[config.mk]
export PLATFORM = sky130hd
export DESIGN_NAME = mic_indexer_chopper
export DESIGN_NICKNAME = d
export VERILOG_FILES = /design/src/pkg/mic_pkg.sv /design/src/mic_bridge_chopper.sv /design/src/mic_indexer_chopper.sv
export VERILOG_INCLUDE_DIRS = /design/src /design/src/pkg
export SDC_FILE = /design/constraint.sdc
export NUM_CORES = 2
export LEC_CHECK = 0
export BUFFER_PORTS_ARGS = -buffer_cell sky130_fd_sc_hd__buf_4
export CORE_AREA = 2 2 203 205
export DETAILED_ROUTE_END_ITERATION = 10
export DIE_AREA = 0 0 205 207
export GPL_TIMING_DRIVEN = 0
export PLACE_DENSITY = 0.94
export SYNTH_ARGS = -nofsm -noshare
export SYNTH_HDL_FRONTEND = slang
export SYNTH_SLANG_ARGS = --single-unit
[constraint.sdc]
create_clock -name clock -period 40 [get_ports clock]
set_input_delay 10 -clock clock [delete_from_list [all_inputs] [get_ports clock]]
set_output_delay 10 -clock clock [all_outputs]
set_load 0.01 [all_outputs]
[src/pkg/mic_regs.svh]
`ifndef MIC_REGS_SVH
`define MIC_REGS_SVH
`define MIC_CLK_MHZ 100
`define MIC_TOFF_NS 38000
`define MIC_TBLANK_NS 950
`define MIC_OFF_CYC ((`MIC_TOFF_NS * `MIC_CLK_MHZ) / 1000)
`define MIC_BLANK_CYC ((`MIC_TBLANK_NS * `MIC_CLK_MHZ + 999) / 1000)
`define MIC_TIMING_A_OFS 4'h0
`define MIC_TIMING_B_OFS 4'h4
`define MIC_DECAY_OFS 4'h8
`define MIC_STATUS_OFS 4'hC
`define MIC_OFF_LSB 0
`define MIC_BLANK_LSB 16
`define MIC_LEVEL_LSB 0
`define MIC_FULLREF_LSB 8
`define MIC_ST_POS_LSB 0
`define MIC_ST_FAULT_BIT 5
`define MIC_ST_ORIGIN_BIT 6
`define MIC_ST_FALL_LSB 7
`define MIC_ST_CHOP_LSB 9
`define MIC_DECAY_RST 16'hFFFF
`define MIC_HOME_POS 5'h04
`define MIC_SLOW_THR 8'h9A
`define MIC_FAST_THR 8'h36
`define MIC_PCT_RECIP 10'h28F
`endif

[src/pkg/mic_pkg.sv]
`default_nettype none
package mic_pkg;
  typedef enum logic [1:0] {
    DK_SLOW = 2'b00,
    DK_FAST = 2'b01,
    DK_MIXED = 2'b10
  } mic_decay_t;
  typedef enum logic [1:0] {
    CH_IDLE = 2'b00,
    CH_DRIVE = 2'b01,
    CH_FAST = 2'b10,
    CH_SLOW = 2'b11
  } mic_chop_t;
  typedef enum logic [1:0] {
    SS_FULL = 2'b00,
    SS_HALF = 2'b01,
    SS_QUARTER = 2'b10,
    SS_EIGHTH = 2'b11
  } mic_step_t;
endpackage
`default_nettype wire

[src/mic_bridge_chopper.sv]
`default_nettype none
module mic_bridge_chopper (
  input wire logic clock,
  input wire logic rstn,
  input wire logic run,
  input wire logic negative,
  input wire logic trip,
  input wire logic zero_cross,
  input wire logic sync_rectify_n,
  input wire logic falling,
  input wire mic_pkg::mic_decay_t decay,
  input wire logic [15:0] off_cycles,
  input wire logic [15:0] blank_cycles,
  input wire logic [15:0] slow_at,
  output logic [3:0] gates,
  output mic_pkg::mic_chop_t state
);
  import mic_pkg::*;
  mic_chop_t state_reg, state_next;
  logic [15:0] cnt_reg, cnt_next;
  logic [3:0] gates_reg, gates_next;
  wire use_fast = falling && (decay != DK_SLOW);
  wire cnt_done = cnt_reg == 16'h0000;
  wire to_slow = (decay == DK_MIXED) && (cnt_reg <= slow_at);
  wire [3:0] drive_pair = negative ? 4'b0110 : 4'b1001;
  wire [3:0] rev_pair = negative ? 4'b1001 : 4'b0110;
  assign gates = gates_reg;
  assign state = state_reg;

  always_comb begin
    state_next = state_reg;
    cnt_next = cnt_done ? cnt_reg : cnt_reg - 16'h0001;
    if (!run) begin
      state_next = CH_IDLE;
      cnt_next = 16'h0000;
    end else begin
      unique case (state_reg)
        CH_IDLE: begin
          state_next = CH_DRIVE;
          cnt_next = blank_cycles;
        end
        // comparator only counts once blanking has run out
        CH_DRIVE: if (cnt_done && trip) begin
          state_next = use_fast ? CH_FAST : CH_SLOW;
          cnt_next = off_cycles;
        end
        CH_FAST: if (cnt_done) begin
          state_next = CH_DRIVE;
          cnt_next = blank_cycles;
        end else if (to_slow) begin
          state_next = CH_SLOW;
        end
        CH_SLOW: if (cnt_done) begin
          state_next = CH_DRIVE;
          cnt_next = blank_cycles;
        end
      endcase
    end
  end

  // gates follow the next state so they line up with the state register
  always_comb begin
    unique case (state_next)
      CH_IDLE: gates_next = 4'h0;
      CH_DRIVE: gates_next = drive_pair;
      // diode recirculation, or reversed pair cut off near zero
      CH_FAST: gates_next = (sync_rectify_n || zero_cross) ? 4'h0 : rev_pair;
      CH_SLOW: gates_next = 4'b0101;
    endcase
  end

  always_ff @(posedge clock) begin
    if (!rstn) begin
      state_reg <= CH_IDLE;
      cnt_reg <= 16'h0000;
      gates_reg <= 4'h0;
    end else begin
      state_reg <= state_next;
      cnt_reg <= cnt_next;
      gates_reg <= gates_next;
    end
  end

  property p_slow_gates;
    @(posedge clock) disable iff (!rstn)
    state_reg == CH_SLOW |-> gates_reg == 4'b0101;
  endproperty
  a_slow_gates: assert property (p_slow_gates) else $error("slow decay gates wrong");

  property p_blank_hold;
    @(posedge clock) disable iff (!rstn)
    (state_reg == CH_DRIVE && !cnt_done && run) |=> state_reg == CH_DRIVE;
  endproperty
  a_blank_hold: assert property (p_blank_hold) else $error("drive ended in blanking");

  property p_diode_decay;
    @(posedge clock) disable iff (!rstn)
    (state_reg == CH_FAST && sync_rectify_n) |=> (state_reg != CH_FAST || gates_reg == 4'h0);
  endproperty
  a_diode_decay: assert property (p_diode_decay) else $error("fets on in diode decay");
endmodule
`default_nettype wire

[src/mic_indexer_chopper.sv]
// What this block does
// - two select pins pick full, half, quarter or eighth step, held by controller
// - each rising step edge moves the position 8, 4, 2 or 1 table entries for full, half, quarter or eighth step
// - direction high steps forward, low steps backward through the same sequence
// - home is the 45 degree entry, entered at reset
// - origin flag is low at home, high everywhere else
// - eighth step magnitudes follow the sine table around the full circle
// - coarser modes use every 2nd, 4th or 8th entry through home
// - positive current drives terminal one high, negative reverses the bridge
// - full scale reference is scaled per winding by the present percentage
// - drive until comparator trips, then stop for a fixed off time
// - each bridge has its own off time and blanking setting
// - comparator ignored during blanking right after the bridge turns on
// - fast decay with rectify low reverses the bridge, off near zero current
// - fast decay with rectify high leaves every fet off
// - slow decay turns on both low side fets for the off time
// - mixed decay starts fast and goes slow after the fast interval
// - fast or mixed only while target current falls, otherwise slow
// - decay level picks slow above 0.6, fast below 0.21, else mixed
// - lower mixed decay level gives a longer fast portion
// - clear low holds home, disables bridges and ignores step edges
// - output gate high disables bridges while the indexer keeps running
// - low power request low disables bridges and freezes step, clear and overcurrent; output gate can still clear the fault latch
// - overcurrent sends home once and kills fets until gate goes high then low
`include "mic_regs.svh"
`default_nettype none
module mic_indexer_chopper (
  input wire logic clock,
  input wire logic rstn,
  input wire logic wb_cyc_i,
  input wire logic wb_stb_i,
  input wire logic wb_we_i,
  input wire logic [3:0] wb_adr_i,
  input wire logic [3:0] wb_sel_i,
  input wire logic [31:0] wb_dat_i,
  output logic [31:0] wb_dat_o,
  output logic wb_ack_o,
  input wire logic step,
  input wire logic rotation_dir,
  input wire logic step_size_select_hi,
  input wire logic step_size_select_lo,
  input wire logic indexer_clear_n,
  input wire logic bridge_output_gate_n,
  input wire logic low_power_request_n,
  input wire logic sync_rectify_n,
  input wire logic overcurrent,
  input wire logic trip_a,
  input wire logic trip_b,
  input wire logic zero_cross_a,
  input wire logic zero_cross_b,
  output logic origin_flag_n,
  output logic [3:0] winding_a_outputs,
  output logic [3:0] winding_b_outputs,
  output logic [7:0] ref_code_a,
  output logic [7:0] ref_code_b
);
  import mic_pkg::*;

  logic [31:0] timing_reg [2];
  logic [15:0] decay_reg;
  logic ack_reg;
  logic [31:0] dat_reg;
  logic step_prev_reg;
  logic [4:0] pos_reg, pos_next;
  logic fault_reg, fault_next;
  logic gate_seen_reg, gate_seen_next;
  logic origin_reg;
  // one element per bridge, each written only by its own generate process
  logic falling_reg [2];
  logic [7:0] ref_reg [2];
  logic [3:0] gates [2];
  mic_chop_t chop_state [2];

  // sine magnitudes in percent for 0..90 degrees in 11.25 degree steps
  function automatic logic [6:0] sin_mag(input logic [3:0] k);
    logic [6:0] m;
    m = 7'h00;
    unique case (k)
      4'h0: m = 7'h00;
      4'h1: m = 7'h14;
      4'h2: m = 7'h26;
      4'h3: m = 7'h38;
      4'h4: m = 7'h47;
      4'h5: m = 7'h53;
      4'h6: m = 7'h5C;
      4'h7: m = 7'h62;
      4'h8: m = 7'h64;
      default: m = 7'h00;
    endcase
    return m;
  endfunction

  // {sign, magnitude}; winding A is the cosine, winding B the sine
  function automatic logic [7:0] winding_pct(input logic [4:0] p, input logic is_b);
    logic [3:0] i;
    logic [3:0] idx;
    logic neg;
    i = {1'b0, p[2:0]};
    idx = (p[3] ^ is_b) ? i : 4'h8 - i;
    neg = is_b ? p[4] : p[4] ^ p[3];
    return {neg, sin_mag(idx)};
  endfunction

  // register bus decode
  wire bus_req = wb_cyc_i && wb_stb_i;
  wire wr_fire = bus_req && wb_we_i && ack_reg;
  wire hit_ta = wb_adr_i == `MIC_TIMING_A_OFS;
  wire hit_tb = wb_adr_i == `MIC_TIMING_B_OFS;
  wire hit_dk = wb_adr_i == `MIC_DECAY_OFS;
  wire hit_st = wb_adr_i == `MIC_STATUS_OFS;
  wire [31:0] lane_mask = {{8{wb_sel_i[3]}}, {8{wb_sel_i[2]}},
                           {8{wb_sel_i[1]}}, {8{wb_sel_i[0]}}};
  wire [1:0] hit_t = {hit_tb, hit_ta};
  wire [31:0] decay_word = {16'h0000, decay_reg};
  wire [31:0] decay_merge = (decay_word & ~lane_mask) | (wb_dat_i & lane_mask);
  wire [7:0] level = decay_reg[`MIC_LEVEL_LSB +: 8];
  wire [7:0] full_ref = decay_reg[`MIC_FULLREF_LSB +: 8];

  logic [31:0] status_word;
  always_comb begin
    status_word = 32'h0000_0000;
    status_word[`MIC_ST_POS_LSB +: 5] = pos_reg;
    status_word[`MIC_ST_FAULT_BIT] = fault_reg;
    status_word[`MIC_ST_ORIGIN_BIT] = origin_reg;
    status_word[`MIC_ST_FALL_LSB +: 2] = {falling_reg[1], falling_reg[0]};
    status_word[`MIC_ST_CHOP_LSB +: 4] = {chop_state[1], chop_state[0]};
  end

  wire [31:0] rd_data = hit_ta ? timing_reg[0] :
                        hit_tb ? timing_reg[1] :
                        hit_dk ? decay_word :
                        hit_st ? status_word : 32'h0000_0000;

  // one wait state: ack follows the request by one clock, then drops
  always_ff @(posedge clock) begin
    if (!rstn) begin
      ack_reg <= 1'b0;
      dat_reg <= 32'h0000_0000;
    end else begin
      ack_reg <= bus_req && !ack_reg;
      dat_reg <= rd_data;
    end
  end

  always_ff @(posedge clock) begin
    if (!rstn) begin
      decay_reg <= `MIC_DECAY_RST;
    end else if (wr_fire && hit_dk) begin
      decay_reg <= decay_merge[15:0];
    end
  end

  assign wb_ack_o = ack_reg;
  assign wb_dat_o = dat_reg;

  // indexer
  wire awake = low_power_request_n;
  wire step_rise = step && !step_prev_reg;
  wire [1:0] step_mode = {step_size_select_hi, step_size_select_lo};
  wire [1:0] stride_shift = 2'h3 - step_mode;
  wire [4:0] stride = 5'h01 << stride_shift;
  wire [4:0] pos_fwd = pos_reg + stride;
  wire [4:0] pos_rev = pos_reg - stride;
  wire [4:0] pos_step = rotation_dir ? pos_fwd : pos_rev;
  wire send_home = !indexer_clear_n || overcurrent;

  // asleep, every input is frozen out, the overcurrent sense included
  always_comb begin
    pos_next = pos_reg;
    if (awake && send_home) begin
      pos_next = `MIC_HOME_POS;
    end else if (awake && step_rise) begin
      pos_next = pos_step;
    end
  end

  // the latch only clears after a full high-then-low of the output gate
  always_comb begin
    fault_next = fault_reg;
    gate_seen_next = gate_seen_reg;
    if (fault_reg && gate_seen_reg && !bridge_output_gate_n) begin
      fault_next = 1'b0;
    end
    if (fault_reg && bridge_output_gate_n) begin
      gate_seen_next = 1'b1;
    end
    if (awake && overcurrent) begin
      fault_next = 1'b1;
      gate_seen_next = 1'b0;
    end
    if (!fault_next) begin
      gate_seen_next = 1'b0;
    end
  end

  // step history keeps running in sleep so waking never fakes an edge
  always_ff @(posedge clock) begin
    if (!rstn) begin
      step_prev_reg <= 1'b0;
      pos_reg <= `MIC_HOME_POS;
      origin_reg <= 1'b0;
      fault_reg <= 1'b0;
      gate_seen_reg <= 1'b0;
    end else begin
      step_prev_reg <= step;
      pos_reg <= pos_next;
      origin_reg <= pos_next != `MIC_HOME_POS;
      fault_reg <= fault_next;
      gate_seen_reg <= gate_seen_next;
    end
  end

  assign origin_flag_n = origin_reg;

  wire mic_decay_t decay_mode = (level >= `MIC_SLOW_THR) ? DK_SLOW :
                                (level < `MIC_FAST_THR) ? DK_FAST : DK_MIXED;
  // lower level means a deeper fast share; linear stand-in for the log law
  wire [7:0] fd_depth = `MIC_SLOW_THR - level;
  wire [1:0] trip_v = {trip_b, trip_a};
  wire [1:0] zc_v = {zero_cross_b, zero_cross_a};
  wire bridges_ok = awake && indexer_clear_n && !bridge_output_gate_n
                    && !fault_reg && !overcurrent;

  genvar gi;
  generate
    for (gi = 0; gi < 2; gi++) begin : g_bridge
      wire [7:0] cur_pct = winding_pct(pos_reg, 1'(gi));
      wire [7:0] new_pct = winding_pct(pos_next, 1'(gi));
      wire [24:0] ref_prod = full_ref * new_pct[6:0] * `MIC_PCT_RECIP;
      wire [15:0] off_cyc = timing_reg[gi][`MIC_OFF_LSB +: 16];
      wire [15:0] blank_cyc = timing_reg[gi][`MIC_BLANK_LSB +: 16];
      wire [23:0] fd_prod = off_cyc * fd_depth;
      wire [15:0] fd_cyc = fd_prod[22:7];
      wire [15:0] slow_at = off_cyc - fd_cyc;
      wire [31:0] t_merge = (timing_reg[gi] & ~lane_mask) | (wb_dat_i & lane_mask);
      wire run = bridges_ok && (cur_pct[6:0] != 7'h00);

      always_ff @(posedge clock) begin
        if (!rstn) begin
          timing_reg[gi] <= {16'(`MIC_BLANK_CYC), 16'(`MIC_OFF_CYC)};
          falling_reg[gi] <= 1'b0;
          ref_reg[gi] <= 8'h00;
        end else begin
          if (wr_fire && hit_t[gi]) begin
            timing_reg[gi] <= t_merge;
          end
          if (pos_next != pos_reg) begin
            falling_reg[gi] <= new_pct[6:0] < cur_pct[6:0];
          end
          ref_reg[gi] <= full_ref == 8'h00 ? 8'h00 : ref_prod[23:16];
        end
      end

      mic_bridge_chopper u_chop (
        .clock(clock),
        .rstn(rstn),
        .run(run),
        .negative(cur_pct[7]),
        .trip(trip_v[gi]),
        .zero_cross(zc_v[gi]),
        .sync_rectify_n(sync_rectify_n),
        .falling(falling_reg[gi]),
        .decay(decay_mode),
        .off_cycles(off_cyc),
        .blank_cycles(blank_cyc),
        .slow_at(slow_at),
        .gates(gates[gi]),
        .state(chop_state[gi])
      );
    end
  endgenerate

  assign winding_a_outputs = gates[0];
  assign winding_b_outputs = gates[1];
  assign ref_code_a = ref_reg[0];
  assign ref_code_b = ref_reg[1];

  wire step_free = awake && indexer_clear_n && !overcurrent && step_rise;
  wire outs_off = (winding_a_outputs == 4'h0) && (winding_b_outputs == 4'h0);

  property p_home_reset;
    @(posedge clock) disable iff (!rstn)
    $rose(rstn) |-> pos_reg == `MIC_HOME_POS && !origin_flag_n;
  endproperty
  a_home_reset: assert property (p_home_reset) else $error("not home after reset");

  property p_origin;
    @(posedge clock) disable iff (!rstn)
    origin_flag_n == (pos_reg != `MIC_HOME_POS);
  endproperty
  a_origin: assert property (p_origin) else $error("origin flag mismatch");

  property p_step_move;
    @(posedge clock) disable iff (!rstn)
    step_free |=> pos_reg == $past(pos_step);
  endproperty
  a_step_move: assert property (p_step_move) else $error("step edge not taken");

  property p_reverse;
    @(posedge clock) disable iff (!rstn)
    (step_free && !rotation_dir) |=> 5'(pos_reg + $past(stride)) == $past(pos_reg);
  endproperty
  a_reverse: assert property (p_reverse) else $error("reverse step wrong");

  property p_full_stride;
    @(posedge clock) disable iff (!rstn)
    (step_free && step_mode == SS_FULL) |=> pos_reg[2:0] == $past(pos_reg[2:0]);
  endproperty
  a_full_stride: assert property (p_full_stride) else $error("full step stride wrong");

  property p_clear_hold;
    @(posedge clock) disable iff (!rstn)
    (!indexer_clear_n && awake)[*3] |-> pos_reg == `MIC_HOME_POS && outs_off;
  endproperty
  a_clear_hold: assert property (p_clear_hold) else $error("clear not honoured");

  property p_clear_home;
    @(posedge clock) disable iff (!rstn)
    (!indexer_clear_n && awake) |=> pos_reg == `MIC_HOME_POS;
  endproperty
  a_clear_home: assert property (p_clear_home) else $error("clear did not send home");

  property p_gate_off;
    @(posedge clock) disable iff (!rstn)
    bridge_output_gate_n[*3] |-> outs_off;
  endproperty
  a_gate_off: assert property (p_gate_off) else $error("bridge on while gated");

  property p_sleep_freeze;
    @(posedge clock) disable iff (!rstn)
    !low_power_request_n |=> $stable(pos_reg) && $stable(fault_reg);
  endproperty
  a_sleep_freeze: assert property (p_sleep_freeze) else $error("state moved asleep");

  property p_ocp;
    @(posedge clock) disable iff (!rstn)
    (awake && overcurrent) |=> fault_reg && pos_reg == `MIC_HOME_POS ##1 outs_off;
  endproperty
  a_ocp: assert property (p_ocp) else $error("overcurrent not latched");
endmodule
`default_nettype wire
# Yosys cells after proc, flatten, opt, wreduce, memory -nomap -nowiden

Memory sizes are Yosys's and may differ from the RTL's.
Index checks and enable logic that the tools add are counted.

Register bits: 102
RAM bits: 82
Bits in read-only memories: 448
Logic and storage cells: 194
Memories: 7

Memories:

| memory           | words | bits a word | read ports | clocked after memory_dff | write ports | line                      | RTL |
|---|---|---|---|---|---|---|---|
| (name not given) | 16    | 7           | 1          | 0                        | 0           | mic_indexer_chopper.sv:78 | `unique case (k)` |
| (name not given) | 16    | 7           | 1          | 0                        | 0           | mic_indexer_chopper.sv:78 |  |
| (name not given) | 16    | 7           | 1          | 0                        | 0           | mic_indexer_chopper.sv:78 |  |
| (name not given) | 16    | 7           | 1          | 0                        | 0           | mic_indexer_chopper.sv:78 |  |
| timing_reg       | 2     | 32          | 2          | 0                        | 2           | mic_indexer_chopper.sv:59 | `logic [31:0] timing_reg [2];` |
| ref_reg          | 2     | 8           | 2          | 0                        | 2           | mic_indexer_chopper.sv:70 | `logic [7:0] ref_reg [2];` |
| 1 more memories  | --    | --          | --         | --                       | --          | --                        |  |

Add/subtract/negate cells: 10
$mul: 6
Order comparisons: 6
Equal/unequal tests: 18
Shift-type cells: 1
Multiplexer cells: 64
Bitwise gates (word level): 17
Reductions and logical operators: 51

Operator list:

| kind                     | count |
|---|---|
| $mux W32                 | 4 |
| $mux W16                 | 7 |
| $and A32 B32 Y32         | 3 |
| $pmux W16 S3             | 2 |
| $or A32 B32 Y32          | 2 |
| $mul A15 B10 Y24 const B | 2 |
| $mul A16 B8 Y23          | 2 |
| $mux W4                  | 10 |
| $le A16 B16 Y1           | 2 |
| $logic_not A16 Y1        | 2 |
| $mux W8                  | 4 |
| $not A32 Y32             | 1 |
| $pmux W4 S4              | 2 |
| $sub A16 B1 Y16 const B  | 2 |
| $sub A16 B16 Y16         | 2 |
| $mul A8 B7 Y15           | 2 |
| $logic_and A1 B1 Y1      | 26 |
| $mux W2                  | 12 |
| $eq A2 B2 Y1 const B     | 9 |
| $mux W1                  | 17 |
| $and A16 B16 Y16         | 1 |
| $or A16 B16 Y16          | 1 |
| $pmux W2 S4              | 2 |
| $mux W5                  | 3 |
| 28 further kinds         | 53 |

# Longest topological paths before layout

An unclocked memory read counts as a cell.

Depth in word-level cells: 13
Mapped depth: 50
Mapped depth without buffers: 50

# By module

Synthesis repeated with hierarchy kept, for this count alone.

Cells, all modules: 3108
Area total of the unflattened synthesis: 27776.6 um2

Modules (own cells, without submodules):

| module              | times used | cells each | area each (um2) |
|---|---|---|---|
| mic_indexer_chopper | 1          | 2680       | 24333.3 |
| mic_bridge_chopper  | 2          | 214        | 1721.7 |

# Worst setup path before layout

No wires, ideal clock.

Kind: input port to flip-flop
Start point: input port step_size_select_hi
End point: memory ref_reg[1][7]
Setup time: 0.128 ns
Arrival: 21.044 ns
Required time: 39.872 ns
Path slack: 18.828 ns
Stages: 45
Buffers on the path: 0
Cells stage by stage: nor2b_1 inv_1 ha_1 mux2_2 inv_1 fa_1 or2_1 a21oi_2 inv_2 ha_1 nand2_1 o21ai_1 ha_1 nand2b_1 o21ai_1 nand2_1 fa_1 fa_1 (+9 left out) o311a_1 xnor2_1 fa_1 ha_1 fa_1 fa_1 inv_1 fa_1 inv_1 ha_1 or4_1 a221o_1 a311oi_1 o31ai_1 a21oi_1 o21bai_1 xnor2_1 nor2_1

RTL lines:

| what        | line                      | RTL |
|---|---|---|
| from (decl) | mic_indexer_chopper.sv:40 | `input wire logic step_size_select_hi,` |
| to (decl)   | mic_indexer_chopper.sv:70 |  |

==> key figures <==
Yosys
  • Area leader, netlist: fa_1
  • Post-synthesis async set-or-reset flop share: 0%
  • Seq/Total Area, Yosys: 15.6%
  • Yosys cell types: 90
  • Syn Area/Cell: 8.75 µm²
  • EDFF count, synth: 65
  • Register bit total from synthesis: about 180
  • Top cells by area, synth: fa_1 (22%), ha_1 (19%), dfxtp_1 (8.6%), edfxtp_1 (7.0%), inv_1 (6.5%)
  • Syn Nets: 3975
  • Synth warnings: 0
  • Synth Cell Area: 27900 µm²
  • Post-synth top flop: dfxtp_1
  • Synth top area share: 22.2%
  • Post-Synthesis Cells: 3184

Global routing
  • Grt ovf: 0
  • Number of global-route vias before repair: roughly 25000
  • Tot GR Track Use: approximately 39%
  • Pin count of the biggest net entering global routing: 24
  • Antenna violations before repair: 5
  • Global-route wire length before repair: about 130 mm

Routing
  • DRT Wirelength: around 81 mm
  • DRT iter0 DRCs: 2536
  • Vias: 24100
  • Via density: 6.24
  • Post-DRT Antenna Nets: 0
  • DR WL/cell: 21.0 µm
  • Post-route DRC: 0
  • Drt pass-1 iters: 9

Critical path
  • Slowest stage delay, CP: 0.72 ns
  • CP max FO: 9
  • CP Launch Point: step_size_select_hi
  • Reg-to-Reg Start: pos_reg[1]$_SDFF_PN0_
  • Crit-path slowest cell: xnor2_1
  • Crit. End Element: register
  • Critical path type: primary input to register
  • Critical path's most frequent cell: fa_1
  • Critical Path AT: 23.13 ns
  • Worst endpoint required time: 40.35 ns
  • Startpoint Class: primary input

Run
  • Total of max-cap violations: 0

Placement
  • PortBufs: 114
  • GPL Wtd Cong: 1.03
  • Post-DP HPWL: 64.9 mm
  • Dpl cell area: 29500 µm²

CTS
  • TritonCTS Buffers: 17
  • TritonCTS clock tree: yes
  • Htree depth: 4
  • Clk slew on worst S/H paths: about 0.08 ns
  • CTS root buf: clkbuf_16
  • Resized cells post-CTS: 0
  • Post-CTS setup buffer count: 0
  • Total clock sinks: 184
  • Clock latency at the later pin of the worst-skew pair: ~0.47 ns
  • CTS Buffer Depth: 2
  • CTS Hold Bufs: 0

Layout
  • NumNets Final: roughly 4000
  • Final-layout fill cell count: 2832
  • Max reg flops: 64
  • Synth-to-layout area growth: 7.94%
  • Layout cell share with drive strength beyond 1: 6.27%
  • Post-layout instance area: 30100 µm²

STA
  • Final hold vios: 0
  • Layout Skew: 0.0117 ns
  • Fin Hold WS: 0.594 ns
  • Slew headroom: 20.3%
  • Unrepaired setup endpoints after global routing: no
  • Slew Limit Fails: 0
  • Period utilization: 57.0%
  • Setup_tns: 0 ns
  • Worst Max-Slew Pin Slew: 1.19 ns
  • # setup viols final: 0
  • Final min period: 22.79 ns
  • Max Fclk: 43.9 MHz

Worst hold path
  • Hold Crit Class: register to register

Floorplanning
  • Initial Utilization: between 60 and 70%
  • DIE HEIGHT: 207 µm
  • Rows: between 70 and 80
  • Die ar.: about 42000 µm²
  • Core area: approximately 40000 µm²
  • # IOs: 116
  • Die W: 205 µm

Outcome
  • Status: finished, final reports clean
==> layout by cell type (no fill, tap or decap), drive strengths merged, types with 26 or more instances in the layout <==
cell type / count
edfxtp: 65
xor2: 69
buf: 129
xnor2: 71
nor3: 50
inv: 492
a21oi: 142
ha: 424
nand3: 79
nand2b: 83
dfxtp: 119
o21a: 26
and2: 187
fa: 309
nor2b: 29
nand2: 355
nor2: 173
a22oi: 48
a21o: 32
o21ai: 80
clkbuf: 126
==> synth_stat cells, types with 7 or more instances <==
cell type    n
inv_1      482
buf_2        9
nor4_1      12
o21ai_2      8
a22o_1      13
and3_1       8
or4_1        7
xnor2_1     69
a21oi_1    139
mux2i_1     15
nor2b_1     29
clkbuf_1   109
nor3_1      47
o21ai_1     17
dfxtp_1    119
o211ai_1    13
o31ai_1      8
nand4_1     14
ha_1       424
fa_1       309
a31oi_1     11
xor2_1      69
nor2_1     170
or2_2        8
a222oi_1    14
nand3_1     79
nand2b_1    81
o21ai_0     55
o21a_1      26
a21o_1      32
a22oi_1     48
nand2_1    350
or3_1       14
and2_1     187
edfxtp_1    65
==> per-layer routing <==
layer	up-vias	GRT usage (%)	part of all wire (%)
li1	10800	-	-
met1	11500	46.5	35
met2	1404	63.8	47
met3	404	8.02	10
met4	6	25.9	7.7
met5	-	0	0.052
==> final timing paths <==
path                            slack (ns)                  endpoint  cells after the start
worst max-delay path                 17.21  ref_reg[1][7]$_SDFF_PP0_                     46
worst min-delay path                  0.59                  register                      2
worst max register to register       26.81  ref_reg[1][7]$_SDFF_PP0_                     41
worst min register to register        0.59                  register                      2
==> critical path, delay by kind of cell <==
family                     cells  cell delay (ns)
xor gates and xnor gates       2             0.91
buffers and inverters          9             0.69
muxes                          1             0.28
and+or+nand+nor                8             1.43
AOI/OAI and AO/OA             11             3.35
adders and majority gates     15             6.44
==> logic make-up after synthesis <==
kind of cell	share of synthesized area (%)
xor gates and xnor gates	4.58
and+or+nand+nor	18.9
muxes	0.660
AOI/OAI and AO/OA	10.9
DFF	15.6
buffers and inverters	8.21
adders and majority gates	41.3
==> layout make-up <==
cell class	instances	area, µm²	area share (%)
Antenna cell	2	5.00	0.0166
Buffer	122	469	1.56
Clock buffer	17	425	1.41
Clock inverter	15	181	0.603
Inverter	484	1820	6.04
Multi-Input combinational cell	2394	21300	70.7
Sequential cell	184	4330	14.4
Tap cell	532	666	2.21
Timing Repair Buffer	116	911	3.03
==> stage by stage <==
step | instances | util [%] | setup slack [ns]
6_report | 3866 | 74.5 | 17.21
4_1_cts | 3864 | 74.5 | 17.36
2_1_floorplan | 3184 | - | 18.83
3_3_place_gp | 3830 | 72.8 | 17.40
5_1_grt | 3865 | 74.5 | 16.76
3_5_place_dp | 3832 | 73.0 | 17.01
Power is left out: the tool's default activity adds up to more than one toggle a clock period on the data nets, which glitch-free logic cannot reach.
